### src/pkg/npr_pkg.sv
// Constants, states and the state record of the NAND pointer and page read host.
// Assumes a 200 MHz host clock and a byte-wide NAND part on asynchronous strobes.
package npr_pkg;

  // ****************************************
  // Clock and pin timing
  // ****************************************
  localparam int CLK_PERIOD_NS = 5;
  localparam int T_WP_NS = 35;   // Wide enough to cover the short chip-enable set-up case
  localparam int T_WC_NS = 50;
  localparam int T_REA_NS = 35;
  localparam int T_REH_NS = 15;
  localparam int T_WB_NS = 100;
  localparam int T_RR_NS = 20;
  localparam int T_WHR_NS = 60;
  localparam int T_ADL_NS = 100;
  localparam int T_CEH_NS = 100;

  localparam logic [7:0] WP_CYC = 8'((T_WP_NS + CLK_PERIOD_NS - 1) / CLK_PERIOD_NS);
  localparam logic [7:0] WH_CYC = 8'((T_WC_NS - T_WP_NS + CLK_PERIOD_NS - 1) / CLK_PERIOD_NS);
  localparam logic [7:0] RL_CYC = 8'(T_REA_NS / CLK_PERIOD_NS + 1);  // Sample strictly after access time
  localparam logic [7:0] RH_CYC = 8'((T_REH_NS + CLK_PERIOD_NS - 1) / CLK_PERIOD_NS);
  localparam logic [7:0] WB_CYC = 8'((T_WB_NS + CLK_PERIOD_NS - 1) / CLK_PERIOD_NS);
  localparam logic [7:0] RR_CYC = 8'((T_RR_NS + CLK_PERIOD_NS - 1) / CLK_PERIOD_NS);
  localparam logic [7:0] WHR_CYC = 8'((T_WHR_NS + CLK_PERIOD_NS - 1) / CLK_PERIOD_NS);
  localparam logic [7:0] ADL_CYC = 8'((T_ADL_NS + CLK_PERIOD_NS - 1) / CLK_PERIOD_NS);
  localparam logic [7:0] CEH_CYC = 8'(T_CEH_NS / CLK_PERIOD_NS + 1);  // Must exceed the hold time

  // ****************************************
  // Commands, areas, operations
  // ****************************************
  localparam logic [7:0] CMD_PTR_A = 8'h00;
  localparam logic [7:0] CMD_PTR_B = 8'h01;
  localparam logic [7:0] CMD_PTR_C = 8'h50;
  localparam logic [7:0] CMD_LOAD = 8'h80;
  localparam logic [7:0] CMD_CONFIRM = 8'h10;
  localparam logic [7:0] CMD_ERASE = 8'h60;
  localparam logic [7:0] CMD_ERASE_GO = 8'hD0;
  localparam logic [7:0] CMD_STATUS = 8'h70;

  localparam logic [1:0] AREA_A = 2'h0;
  localparam logic [1:0] AREA_B = 2'h1;
  localparam logic [1:0] AREA_C = 2'h2;
  localparam logic [1:0] OP_READ = 2'h0;
  localparam logic [1:0] OP_PROG = 2'h1;
  localparam logic [1:0] OP_ERASE = 2'h2;

  // ****************************************
  // Page geometry
  // ****************************************
  localparam logic [9:0] HALF_BASE = 10'h100;
  localparam logic [9:0] SPARE_BASE = 10'h200;
  localparam logic [9:0] PAGE_LAST = 10'h20F;
  localparam logic [4:0] BLOCK_LAST_PAGE = 5'h1F;
  localparam int BLOCKS = 2048;
  localparam int BLOCK_AW = 11;

  typedef enum logic [3:0] {
    ST_IDLE = 4'h0, ST_LOOKUP = 4'h1, ST_CMD = 4'h2, ST_ADDR = 4'h3, ST_GAP = 4'h4, ST_WDATA = 4'h5,
    ST_WAITB = 4'h6, ST_WAITR = 4'h7, ST_RDATA = 4'h8, ST_STAT = 4'h9, ST_CEH = 4'hA
  } npr_state_t;

  typedef struct packed {
    npr_state_t st;
    logic ph;
    logic [7:0] tmr;
    logic [1:0] cstep;
    logic [1:0] idx;
    logic [1:0] op;
    logic [1:0] area;
    logic [7:0] scol;
    logic [9:0] col;
    logic [15:0] page;
    logic [15:0] cnt;
    logic restart;
    logic ce_n;
    logic cle;
    logic ale;
    logic we_n;
    logic re_n;
    logic oe;
    logic [7:0] io;
    logic [7:0] rdata;
    logic rvalid;
    logic wready;
    logic op_ready;
    logic done;
    logic fail;
    logic refused;
    logic mark;
  } npr_regs_t;

endpackage

### src/rtl/npr_bad_table.sv
// One flag per erase block, set when a program or erase of that block fails.
// Assumes one access per cycle; read data is registered and valid one cycle after the address.
module npr_bad_table #(
  parameter int DEPTH = npr_pkg::BLOCKS,
  parameter int AW = npr_pkg::BLOCK_AW
) (
  input wire logic clk_in,          // Host clock
  input wire logic rst_n_in,        // Asynchronous reset, active low
  input wire logic [AW-1:0] addr_in, // Block index
  input wire logic mark_in,         // Set the flag of addr_in
  output logic bad_out              // Registered flag of addr_in
);

  logic [DEPTH-1:0] bits;

  // Flags clear at reset; a write and a read of one block in one cycle return the old value
  always_ff @(posedge clk_in or negedge rst_n_in) begin
    if (!rst_n_in) begin
      bits <= '0;
      bad_out <= 1'b0;
    end else begin
      if (mark_in) begin
        bits[addr_in] <= 1'b1;
      end
      bad_out <= bits[addr_in];
    end
  end

endmodule

### src/rtl/npr_host.sv
// Host sequencer for a byte-wide NAND part: page read, sequential row read, program, erase.
// Assumes the pins are sampled synchronously and the ready/busy pin reads high when ready.
// Summary of operation
// - Matching pointer command precedes every data load
// - Second-half pointer written directly before load command
// - Read is pointer command plus three address bytes
// - Main-area pointer restored after spare reads; here each read and load writes its own pointer instead
// - Chip enable high ends a sequential read
// - Sequential reads stop and restart at block ends
// - Failed program reported so caller can relocate
// - Failed blocks recorded and never erased again
// - Confirm sent only after data was loaded
module npr_host (
  input wire logic CLK_IN,              // 200 MHz clock
  input wire logic RST_N_IN,            // Asynchronous reset, active low
  input wire logic OP_VALID_IN,         // Operation request
  input wire logic [1:0] OP_IN,         // Read, program or erase
  input wire logic [1:0] AREA_IN,       // Start area
  input wire logic [7:0] COL_IN,        // Column inside the area
  input wire logic [15:0] PAGE_IN,      // Row address
  input wire logic [15:0] COUNT_IN,     // Bytes to read or load
  output logic OP_READY_OUT,            // Idle, request taken
  input wire logic [7:0] WDATA_IN,      // Program data
  input wire logic WVALID_IN,           // Program data valid
  output logic WREADY_OUT,              // Program data taken
  output logic [7:0] RDATA_OUT,         // Read data
  output logic RVALID_OUT,              // Read data strobe
  output logic DONE_OUT,                // Operation finished
  output logic FAIL_OUT,                // Status reported failure
  output logic REFUSED_OUT,             // Erase of a bad block refused
  output logic NAND_CE_N_OUT,           // Chip enable, active low
  output logic NAND_CLE_OUT,            // Command latch enable
  output logic NAND_ALE_OUT,            // Address latch enable
  output logic NAND_WE_N_OUT,           // Write strobe, active low
  output logic NAND_RE_N_OUT,           // Read strobe, active low
  output logic [7:0] NAND_IO_OUT,       // Data bus out
  output logic NAND_IO_OE_OUT,          // Data bus drive enable
  input wire logic [7:0] NAND_IO_IN,    // Data bus in
  input wire logic NAND_RB_IN           // Ready high, busy low
);

  npr_pkg::npr_regs_t s;
  npr_pkg::npr_regs_t next_s;
  logic kick;
  logic [7:0] kb;
  logic kc;
  logic ka;
  logic tbl_bad;

  // ****************************************
  // Helpers
  // ****************************************
  function automatic logic [7:0] ptr_code(input logic [1:0] area);
    unique case (area)
      npr_pkg::AREA_B: ptr_code = npr_pkg::CMD_PTR_B;
      npr_pkg::AREA_C: ptr_code = npr_pkg::CMD_PTR_C;
      default: ptr_code = npr_pkg::CMD_PTR_A;
    endcase
  endfunction

  function automatic logic [9:0] col_start(input logic [1:0] area, input logic [7:0] scol);
    unique case (area)
      npr_pkg::AREA_B: col_start = npr_pkg::HALF_BASE + {2'h0, scol};
      npr_pkg::AREA_C: col_start = npr_pkg::SPARE_BASE + {6'h00, scol[3:0]};
      default: col_start = {2'h0, scol};
    endcase
  endfunction

  function automatic logic [7:0] addr_byte(input logic [1:0] i, input logic [1:0] area, input logic [7:0] scol,
                                           input logic [15:0] page);
    unique case (i)
      2'h0: addr_byte = (area == npr_pkg::AREA_C) ? {4'h0, scol[3:0]} : scol;
      2'h1: addr_byte = page[7:0];
      default: addr_byte = page[15:8];
    endcase
  endfunction

  // Bad block flags, addressed by the block of the current page
  npr_bad_table u_table (
    .clk_in(CLK_IN),
    .rst_n_in(RST_N_IN),
    .addr_in(s.page[15:5]),
    .mark_in(s.mark),
    .bad_out(tbl_bad)
  );

  // ****************************************
  // Sequencer
  // ****************************************
  // Every bus cycle is a low phase then a high phase; kick starts the next write cycle
  always_comb begin
    next_s = s;
    kick = 1'b0;
    kb = 8'h00;
    kc = 1'b0;
    ka = 1'b0;
    next_s.rvalid = 1'b0;
    next_s.done = 1'b0;
    next_s.mark = 1'b0;
    unique case (s.st)
      npr_pkg::ST_IDLE: begin
        next_s.op_ready = 1'b1;
        if (OP_VALID_IN && s.op_ready) begin
          next_s.op_ready = 1'b0;
          next_s.op = OP_IN;
          next_s.area = AREA_IN;
          next_s.scol = COL_IN;
          next_s.col = col_start(AREA_IN, COL_IN);
          next_s.page = PAGE_IN;
          next_s.cnt = COUNT_IN;
          next_s.fail = 1'b0;
          next_s.refused = 1'b0;
          next_s.restart = 1'b0;
          next_s.ce_n = 1'b0;
          if (OP_IN == npr_pkg::OP_ERASE) begin
            next_s.st = npr_pkg::ST_LOOKUP;
            next_s.ph = 1'b0;
          end else begin
            // Every read and load opens with its own pointer, so no stale one survives
            next_s.st = npr_pkg::ST_CMD;
            next_s.cstep = 2'h0;
            kick = 1'b1;
            kb = ptr_code(AREA_IN);
            kc = 1'b1;
          end
        end
      end
      npr_pkg::ST_LOOKUP: begin
        if (!s.ph) begin
          next_s.ph = 1'b1;
        end else if (tbl_bad) begin
          next_s.refused = 1'b1;
          next_s.done = 1'b1;
          next_s.ce_n = 1'b1;
          next_s.st = npr_pkg::ST_IDLE;
        end else begin
          next_s.st = npr_pkg::ST_CMD;
          next_s.cstep = 2'h1;
          kick = 1'b1;
          kb = npr_pkg::CMD_ERASE;
          kc = 1'b1;
        end
      end
      npr_pkg::ST_CMD, npr_pkg::ST_ADDR, npr_pkg::ST_WDATA: begin
        if (s.tmr != 8'h00) begin
          next_s.tmr = s.tmr - 8'h01;
        end else if (!s.ph) begin
          next_s.ph = 1'b1;
          next_s.we_n = 1'b1;
          next_s.tmr = npr_pkg::WH_CYC - 8'h01;
        end else if (s.st == npr_pkg::ST_WDATA && s.wready) begin
          // Loader stalls here until the caller offers a byte
          if (WVALID_IN) begin
            next_s.wready = 1'b0;
            kick = 1'b1;
            kb = WDATA_IN;
          end
        end else begin
          next_s.cle = 1'b0;
          next_s.ale = 1'b0;
          next_s.oe = 1'b0;
          if (s.st == npr_pkg::ST_CMD) begin
            unique case (s.cstep)
              2'h0: begin
                if (s.op == npr_pkg::OP_PROG) begin
                  next_s.cstep = 2'h1;
                  kick = 1'b1;
                  kb = npr_pkg::CMD_LOAD;
                  kc = 1'b1;
                end else begin
                  next_s.st = npr_pkg::ST_ADDR;
                  next_s.idx = 2'h0;
                  kick = 1'b1;
                  kb = addr_byte(2'h0, s.area, s.scol, s.page);
                  ka = 1'b1;
                end
              end
              2'h1: begin
                next_s.st = npr_pkg::ST_ADDR;
                next_s.idx = (s.op == npr_pkg::OP_ERASE) ? 2'h1 : 2'h0;
                kick = 1'b1;
                kb = addr_byte(next_s.idx, s.area, s.scol, s.page);
                ka = 1'b1;
              end
              2'h2: begin
                next_s.st = npr_pkg::ST_WAITB;
                next_s.tmr = npr_pkg::WB_CYC - 8'h01;
              end
              default: begin
                next_s.st = npr_pkg::ST_GAP;
                next_s.tmr = npr_pkg::WHR_CYC - 8'h01;
              end
            endcase
          end else if (s.st == npr_pkg::ST_ADDR) begin
            if (s.idx != 2'h2) begin
              next_s.idx = s.idx + 2'h1;
              kick = 1'b1;
              kb = addr_byte(s.idx + 2'h1, s.area, s.scol, s.page);
              ka = 1'b1;
            end else if (s.op == npr_pkg::OP_READ) begin
              next_s.st = npr_pkg::ST_WAITB;
              next_s.tmr = npr_pkg::WB_CYC - 8'h01;
            end else if (s.op == npr_pkg::OP_ERASE) begin
              next_s.cstep = 2'h2;
              next_s.st = npr_pkg::ST_CMD;
              kick = 1'b1;
              kb = npr_pkg::CMD_ERASE_GO;
              kc = 1'b1;
            end else if (s.cnt == 16'h0000) begin
              // Nothing loaded: no confirm, so the part never starts programming
              next_s.st = npr_pkg::ST_CEH;
              next_s.ce_n = 1'b1;
              next_s.tmr = npr_pkg::CEH_CYC - 8'h01;
            end else begin
              next_s.st = npr_pkg::ST_GAP;
              next_s.cstep = 2'h1;
              next_s.tmr = npr_pkg::ADL_CYC - 8'h01;
            end
          end else begin
            next_s.cnt = s.cnt - 16'h0001;
            if (s.cnt == 16'h0001) begin
              next_s.st = npr_pkg::ST_CMD;
              next_s.cstep = 2'h2;
              kick = 1'b1;
              kb = npr_pkg::CMD_CONFIRM;
              kc = 1'b1;
            end else begin
              next_s.wready = 1'b1;
            end
          end
        end
      end
      npr_pkg::ST_GAP: begin
        if (s.tmr != 8'h00) begin
          next_s.tmr = s.tmr - 8'h01;
        end else if (s.cstep == 2'h3) begin
          next_s.st = npr_pkg::ST_STAT;
          next_s.ph = 1'b0;
          next_s.re_n = 1'b0;
          next_s.tmr = npr_pkg::RL_CYC - 8'h01;
        end else begin
          next_s.st = npr_pkg::ST_WDATA;
          next_s.ph = 1'b1;
          next_s.wready = 1'b1;
        end
      end
      npr_pkg::ST_WAITB: begin
        if (s.tmr != 8'h00) begin
          next_s.tmr = s.tmr - 8'h01;
        end else begin
          next_s.st = npr_pkg::ST_WAITR;
          next_s.ph = 1'b0;
        end
      end
      npr_pkg::ST_WAITR: begin
        if (!s.ph) begin
          if (NAND_RB_IN) begin
            next_s.ph = 1'b1;
            next_s.tmr = npr_pkg::RR_CYC - 8'h01;
          end
        end else if (s.tmr != 8'h00) begin
          next_s.tmr = s.tmr - 8'h01;
        end else if (s.op == npr_pkg::OP_READ) begin
          next_s.st = npr_pkg::ST_RDATA;
          next_s.ph = 1'b0;
          next_s.re_n = 1'b0;
          next_s.tmr = npr_pkg::RL_CYC - 8'h01;
        end else begin
          next_s.st = npr_pkg::ST_CMD;
          next_s.cstep = 2'h3;
          kick = 1'b1;
          kb = npr_pkg::CMD_STATUS;
          kc = 1'b1;
        end
      end
      npr_pkg::ST_RDATA, npr_pkg::ST_STAT: begin
        if (s.tmr != 8'h00) begin
          next_s.tmr = s.tmr - 8'h01;
        end else if (!s.ph) begin
          next_s.ph = 1'b1;
          next_s.re_n = 1'b1;
          next_s.tmr = npr_pkg::RH_CYC - 8'h01;
          if (s.st == npr_pkg::ST_RDATA) begin
            next_s.rdata = NAND_IO_IN;
            next_s.rvalid = 1'b1;
          end else begin
            next_s.fail = NAND_IO_IN[0];
            next_s.mark = NAND_IO_IN[0];
          end
        end else if (s.st == npr_pkg::ST_STAT || s.cnt == 16'h0001) begin
          next_s.cnt = s.cnt - 16'h0001;
          next_s.st = npr_pkg::ST_CEH;
          next_s.ce_n = 1'b1;
          next_s.tmr = npr_pkg::CEH_CYC - 8'h01;
        end else begin
          next_s.cnt = s.cnt - 16'h0001;
          next_s.col = s.col + 10'h001;
          next_s.ph = 1'b0;
          next_s.re_n = 1'b0;
          next_s.tmr = npr_pkg::RL_CYC - 8'h01;
          if (s.col == npr_pkg::PAGE_LAST) begin
            next_s.page = s.page + 16'h0001;
            next_s.col = (s.area == npr_pkg::AREA_C) ? npr_pkg::SPARE_BASE : 10'h000;
            next_s.re_n = 1'b1;
            if (s.page[4:0] == npr_pkg::BLOCK_LAST_PAGE) begin
              // Part may not run across a block: close the burst and readdress
              next_s.restart = 1'b1;
              next_s.scol = 8'h00;
              next_s.area = (s.area == npr_pkg::AREA_B) ? npr_pkg::AREA_A : s.area;
              next_s.st = npr_pkg::ST_CEH;
              next_s.ce_n = 1'b1;
              next_s.tmr = npr_pkg::CEH_CYC - 8'h01;
            end else begin
              next_s.st = npr_pkg::ST_WAITB;
              next_s.tmr = npr_pkg::WB_CYC - 8'h01;
            end
          end
        end
      end
      npr_pkg::ST_CEH: begin
        if (s.tmr != 8'h00) begin
          next_s.tmr = s.tmr - 8'h01;
        end else if (s.restart) begin
          next_s.restart = 1'b0;
          next_s.ce_n = 1'b0;
          next_s.st = npr_pkg::ST_CMD;
          next_s.cstep = 2'h0;
          kick = 1'b1;
          kb = ptr_code(s.area);
          kc = 1'b1;
        end else begin
          next_s.done = 1'b1;
          next_s.st = npr_pkg::ST_IDLE;
        end
      end
      default: begin
        next_s.st = npr_pkg::ST_IDLE;
      end
    endcase
    if (kick) begin
      next_s.we_n = 1'b0;
      next_s.io = kb;
      next_s.cle = kc;
      next_s.ale = ka;
      next_s.oe = 1'b1;
      next_s.ph = 1'b0;
      next_s.tmr = npr_pkg::WP_CYC - 8'h01;
    end
  end

  // State register; chip enable and strobes idle high, latches low and bus released at reset
  always_ff @(posedge CLK_IN or negedge RST_N_IN) begin
    if (!RST_N_IN) begin
      s <= '0;
      s.st <= npr_pkg::ST_IDLE;
      s.ce_n <= 1'b1;
      s.we_n <= 1'b1;
      s.re_n <= 1'b1;
    end else begin
      s <= next_s;
    end
  end

  // Outputs straight from the state register
  assign OP_READY_OUT = s.op_ready;
  assign WREADY_OUT = s.wready;
  assign RDATA_OUT = s.rdata;
  assign RVALID_OUT = s.rvalid;
  assign DONE_OUT = s.done;
  assign FAIL_OUT = s.fail;
  assign REFUSED_OUT = s.refused;
  assign NAND_CE_N_OUT = s.ce_n;
  assign NAND_CLE_OUT = s.cle;
  assign NAND_ALE_OUT = s.ale;
  assign NAND_WE_N_OUT = s.we_n;
  assign NAND_RE_N_OUT = s.re_n;
  assign NAND_IO_OUT = s.io;
  assign NAND_IO_OE_OUT = s.oe;

  // ****************************************
  // Checks
  // ****************************************
  logic h_we;
  logic [7:0] h_last_cmd;
  logic [1:0] h_acnt;
  logic h_data;
  logic [4:0] h_ceh;
  logic we_rise;
  assign we_rise = s.we_n && !h_we;

  // Bus history seen by the part: last command, address bytes since it and data since the last load command
  always_ff @(posedge CLK_IN or negedge RST_N_IN) begin
    if (!RST_N_IN) begin
      h_we <= 1'b1;
      h_last_cmd <= 8'h00;
      h_acnt <= 2'h0;
      h_data <= 1'b0;
      h_ceh <= 5'h00;
    end else begin
      h_we <= s.we_n;
      h_ceh <= !s.ce_n ? 5'h00 : (h_ceh == 5'h1F ? h_ceh : h_ceh + 5'h01);
      if (we_rise && s.cle) begin
        h_last_cmd <= s.io;
        h_acnt <= 2'h0;
        if (s.io == npr_pkg::CMD_LOAD) begin
          h_data <= 1'b0;
        end
      end else if (we_rise && s.ale) begin
        h_acnt <= (h_acnt == 2'h3) ? h_acnt : h_acnt + 2'h1;
      end else if (we_rise) begin
        h_data <= 1'b1;
      end
    end
  end
endmodule

### config.mk
export PLATFORM = sky130hd
export DESIGN_NAME = npr_host
export DESIGN_NICKNAME = d
export VERILOG_FILES = /design/src/pkg/npr_pkg.sv /design/src/rtl/npr_bad_table.sv /design/src/rtl/npr_host.sv
export SDC_FILE = /design/constraint.sdc
export NUM_CORES = 2
export LEC_CHECK = 0
export ABC_CLOCK_PERIOD_IN_PS = 3020
export BUFFER_PORTS_ARGS = -buffer_cell sky130_fd_sc_hd__buf_2
export CAP_MARGIN = 10
export CORE_MARGIN = 5
export CORE_UTILIZATION = 60
export DETAILED_ROUTE_END_ITERATION = 10
export PLACE_DENSITY = 0.76
export SLEW_MARGIN = 20
export SYNTH_ARGS = -nofsm -noshare
export SYNTH_HDL_FRONTEND = slang
export SYNTH_SLANG_ARGS = --single-unit
### constraint.sdc
create_clock -name CLK_IN -period 3.02 [get_ports CLK_IN]
set_input_delay 0.302 -clock CLK_IN [delete_from_list [all_inputs] [get_ports CLK_IN]]
set_output_delay 0.302 -clock CLK_IN [all_outputs]
set_load 0.005 [all_outputs]
==> key figures <==
Run status
  • Status: complete, but fails checks
  • Violated checks: design-rule violations, negative setup slack

Synth
  • Largest family of logic cells by synthesized area: compound AO/OA/AOI/OAI gates
  • Synth Area in Adders: 0.00191
  • Top cells by count, synth: dfrtp_1 (2147), a21o_1 (2050), mux2i_1 (1026)
  • Syn_area_per_cell: 12.1 sq um
  • Yosys top cell area share: 0.586
  • Synth async-reset ratio: 1.00
  • Register bit total from synthesis: approximately 2200
  • Most instantiated library cell after synthesis: dfrtp_1
  • Synth Instances: between 7000 and 8000
  • Xor-xnor portion of the synthesized cell area: 0.000287
  • Post-synthesis compound-gate area fraction: 0.228
  • Seq/Total Area, Yosys: 0.587
  • Mapped Nets: around 7600
  • YS warnings: 0
  • Area leader, netlist: dfrtp_1
  • Synth top area cells: dfrtp_1 (59%), a21o_1 (17%), mux2i_1 (11%), o22ai_1 (3.6%), clkbuf_1 (2.3%)
  • Unique masters post-synth: 70
  • Number of synthesized flops with an enable pin: 0
  • Mux cell area share after synthesis: 0.114
  • Synth Area in Simple Gates: 0.0381
  • Synth Flop Type: dfrtp_1
  • Cell Area, Synth: slightly above 0.09 sq mm

Timing
  • Final worst setup slack: -0.0955 ns
  • # setup viols final: 1
  • Max_slew headroom: 0.343
  • Max Clk Rate: roughly 0.32 GHz
  • Fin Clk Skew: between 0.05 and 0.06 ns
  • Hold Fails Final Rpt: 0
  • Min Tclk post-route: 3.12 ns
  • Actual slew at the worst max-slew pin: approximately 0.99 ns
  • Fin crit share: 1.03
  • Slew Viols, Final: 0
  • Unrepaired setup endpoints after global routing: yes

Global routing
  • GR Util All Layers: 0.375
  • Initial antenna violation count: 7
  • Met3 GRT Util: 0.0956
  • Global Route met2 Usage: 0.565
  • Largest net degree at the start of global routing: ~110
  • Grt met1 use: 0.508
  • Vias in the first global route: about 70000
  • First-pass GRT wire length: around 460000 um
  • Global route overflow: 0
  • GRT Max-Usage Layer: met2

Power and ir drop
  • Net Sw Frac: 0.315
  • Pleak: ~65 nW
  • Psw: between 20 and 25 mW
  • Seq pwr share: 0.400
  • Worst VDD drop: 0.682 mV
  • Combinational share of power: 0.237
  • Power per cell area: about 700 mW/mm^2
  • Design Power: 75.3 mW
  • Cell internal pwr: slightly above 50 mW
  • Clock power share: 0.364

Clocking
  • CTS Buffer Depth: 3
  • Root Driver: clkbuf_16
  • Clk Latency, worst-skew pair: just under 0.9 ns
  • Clock sink total: ~2200
  • Num CTS Buffers: approximately 210
  • Worst-path clk slew: ~0.070 ns
  • CTS tree: built
  • CTS H-tree depth: 4

Worst hold path
  • Worst min-delay path category: in2async

Worst setup path
  • Critical Path Slowest Stage Cell: nor4_1
  • Critical path data arrival time: 3.87 ns
  • Worst Path Required: about 3.8 ns
  • WP buf/inv: 6
  • CP Class: reg2reg
  • CP delay by family, top: simple AND/OR/NAND/NOR gates
  • Most frequent CP cell: buf_12
  • Crit-path cells: buf_12 -> nand4_1 -> buf_12 -> buf_12 -> buf_4 -> buf_12 -> o22ai_1 -> nor4_1 -> nand2_1 -> a22oi_1 -> buf_4 -> and4_1 -> o22a_1 -> nand4_1
  • Maximum fanout along the worst path: 17
  • CP endpoint kind: flip-flop
  • CP startpoint kind: flip-flop
  • CP peak stage delay: roughly 0.48 ns

Cells and area
  • Share of layout cells above drive strength 1: 0.163
  • Final Util: 0.712
  • Filler cell count: 10000
  • Nets: about 8000
  • Synth-to-Final Area Change: 17.9%

Drt
  • Via count: roughly 70000
  • Via density: approximately 7.0
  • # DRC: 1
  • Antenna-violating nets left: 0
  • Total wire length: between 300000 and 400000 um
  • First DRT Iteration DRCs: slightly above 9000
  • Pre-antenna DRT Iters: 11
  • Post-DR wirelength/cell: between 30 and 40 um

Floorplanning
  • Std cell rows: roughly 140
  • Initial Util: 0.604
  • IO Pins: a little over 90
  • DIE WIDTH: roughly 400 um
  • Die Height: approximately 400 um
  • Die ar.: about 0.16 sq mm
  • Core area: 0.152 sq mm

Flow run
  • MaxCap Viol Count: 0

Placed design
  • Hpwl dp: ~180000 um
  • Port bufs: a little over 90
  • Routability cong.: approximately 0.95
[per-layer routing]
metal  vias up  wire length (um)
li1      28300                 -
met1     36400            119000
met2      4446            139000
met3      1085             33500
met4         8             19200
met5         -                50
[layout make-up]
| class | instances | area (sq um) | share of cell area |
|---|---|---|---|
| diodes | 3 | 7.51 | 0.0000694 |
| multi-input cells | 4690 | 35900 | 0.332 |
| well taps | 2030 | 2540 | 0.0235 |
| repair buffers | 817 | 8480 | 0.0785 |
| flip-flops and latches | 2150 | 53800 | 0.498 |
| clock inverters | 80 | 1040 | 0.00965 |
| clock buffers | 307 | 6250 | 0.0578 |
| inverters | 21 | 78.8 | 0.000729 |
[worst register-to-register path, cell delays in order, from the launching register on]
cell and delay (ns):
dfrtp_2 0.46, buf_12 0.17, nand4_1 0.22, buf_12 0.21, buf_12 0.12, buf_4 0.12, buf_12 0.15, o22ai_1 0.11
nor4_1 0.49, nand2_1 0.20, a22oi_1 0.17, buf_4 0.14, and4_1 0.18, o22a_1 0.18, nand4_1 0.10
[final timing paths]
check	start	to	depth (start not counted)	slack [ns]
min in group CLK_IN	WVALID_IN	WREADY_OUT	4	0.08
hold reg to reg	u_table.bits[1602]	u_table.bits[1602]	1	0.45
hold / removal	RST_N_IN	s[36]	2	0.02
setup reg to reg	s[55]	u_table.bad_out	14	-0.1
setup / recovery	s[55]	u_table.bad_out	14	-0.1
max in group asynchronous	RST_N_IN	u_table.bits[1602]	3	1.74
[state kept, by name, indices dropped and copies added (netlist names)]
signal	flops
NAND_IO_OE_OUT	1
DONE_OUT	1
s	73
RDATA_OUT	8
WREADY_OUT	1
FAIL_OUT	1
REFUSED_OUT	1
u_table.bits	2048
NAND_RE_N_OUT	1
NAND_CE_N_OUT	1
NAND_WE_N_OUT	1
NAND_ALE_OUT	1
OP_READY_OUT	1
u_table.bad_out	1
NAND_IO_OUT	8
NAND_CLE_OUT	1
RVALID_OUT	1
[through the flow]
| step | std cells | setup slack, ns | hold slack [ns] | TNS [ns] | cell area (sq um) |
|---|---|---|---|---|---|
| finish | 10100 | -0.0955 | 0.0232 | -0.0955 | 108000 |
| global route | 10100 | -0.110 | 0.0762 | -0.110 | 108000 |
| CTS | 10000 | -0.00552 | 0.0244 | -0.00552 | 107000 |
| detailed placement | 9570 | -0.650 | 0.294 | -0.650 | 98800 |
| global placement | 9570 | -0.688 | 0.293 | -0.688 | 98800 |
| floorplan | 7569 | 0.254 | 0.00641 | 0 | 91700 |
[kinds of logic (layout without fill, tap and decap cells)]
kind of cell               after synthesis  in the layout
other                                    0              3
and+or+nand+nor                        694            694
xor gates and xnor gates                 3              3
AOI/OAI and AO/OA                     2940           2940
adders and majority gates               14             14
buffers and inverters                  729           1225
muxes                                 1039           1039
DFF                                   2150           2150
[power groups by stage]
| stage | sequential, mW | clock, mW | combinational (mW) |
|---|---|---|---|
| CTS | 30.1 | 27.5 | 16.3 |
| finish | 30.1 | 27.4 | 17.8 |
| detailed placement | 30.6 | 0 | 16.1 |
| global placement | 30.6 | 0 | 16.0 |
| floorplan | 30.2 | 0 | 8.58 |
| global route | 30.1 | 28.7 | 18.3 |
[cells in the final DEF, fill, tap and decap left out, drive strengths merged, types with 9 or more instances in the layout]
cell type | synthesis | final
nor4 | 130 | 130
a22oi | 39 | 39
nor3 | 41 | 41
inv | 21 | 30
a21o | 2050 | 2050
dfrtp | 2147 | 2147
o211ai | 11 | 11
or3 | 12 | 12
a31oi | 38 | 38
buf | 154 | 745
nor2b | 15 | 15
nand3 | 28 | 28
o22ai | 526 | 526
clkbuf | 554 | 318
mux2i | 1026 | 1026
and2 | 10 | 10
bufinv | 0 | 15
nand2 | 138 | 138
nand2b | 23 | 23
a21oi | 104 | 104
clkinv | 0 | 51
mux2 | 13 | 13
o21ai | 109 | 109
ha | 14 | 14
nand3b | 9 | 9
nand4 | 9 | 9
dlygate4sd3 | 0 | 60
nor2 | 225 | 225
[repair_timing]
action,in CTS,in global routing
buffers inserted,6,63
hold buffers,60,0
endpoints found under the setup margin,6,16
cloned,1,11
resized for setup,24,87
hold endpoints to repair,779,0
pin swaps,3,36
No activity file was read; power rests on OpenSTA's default activity.
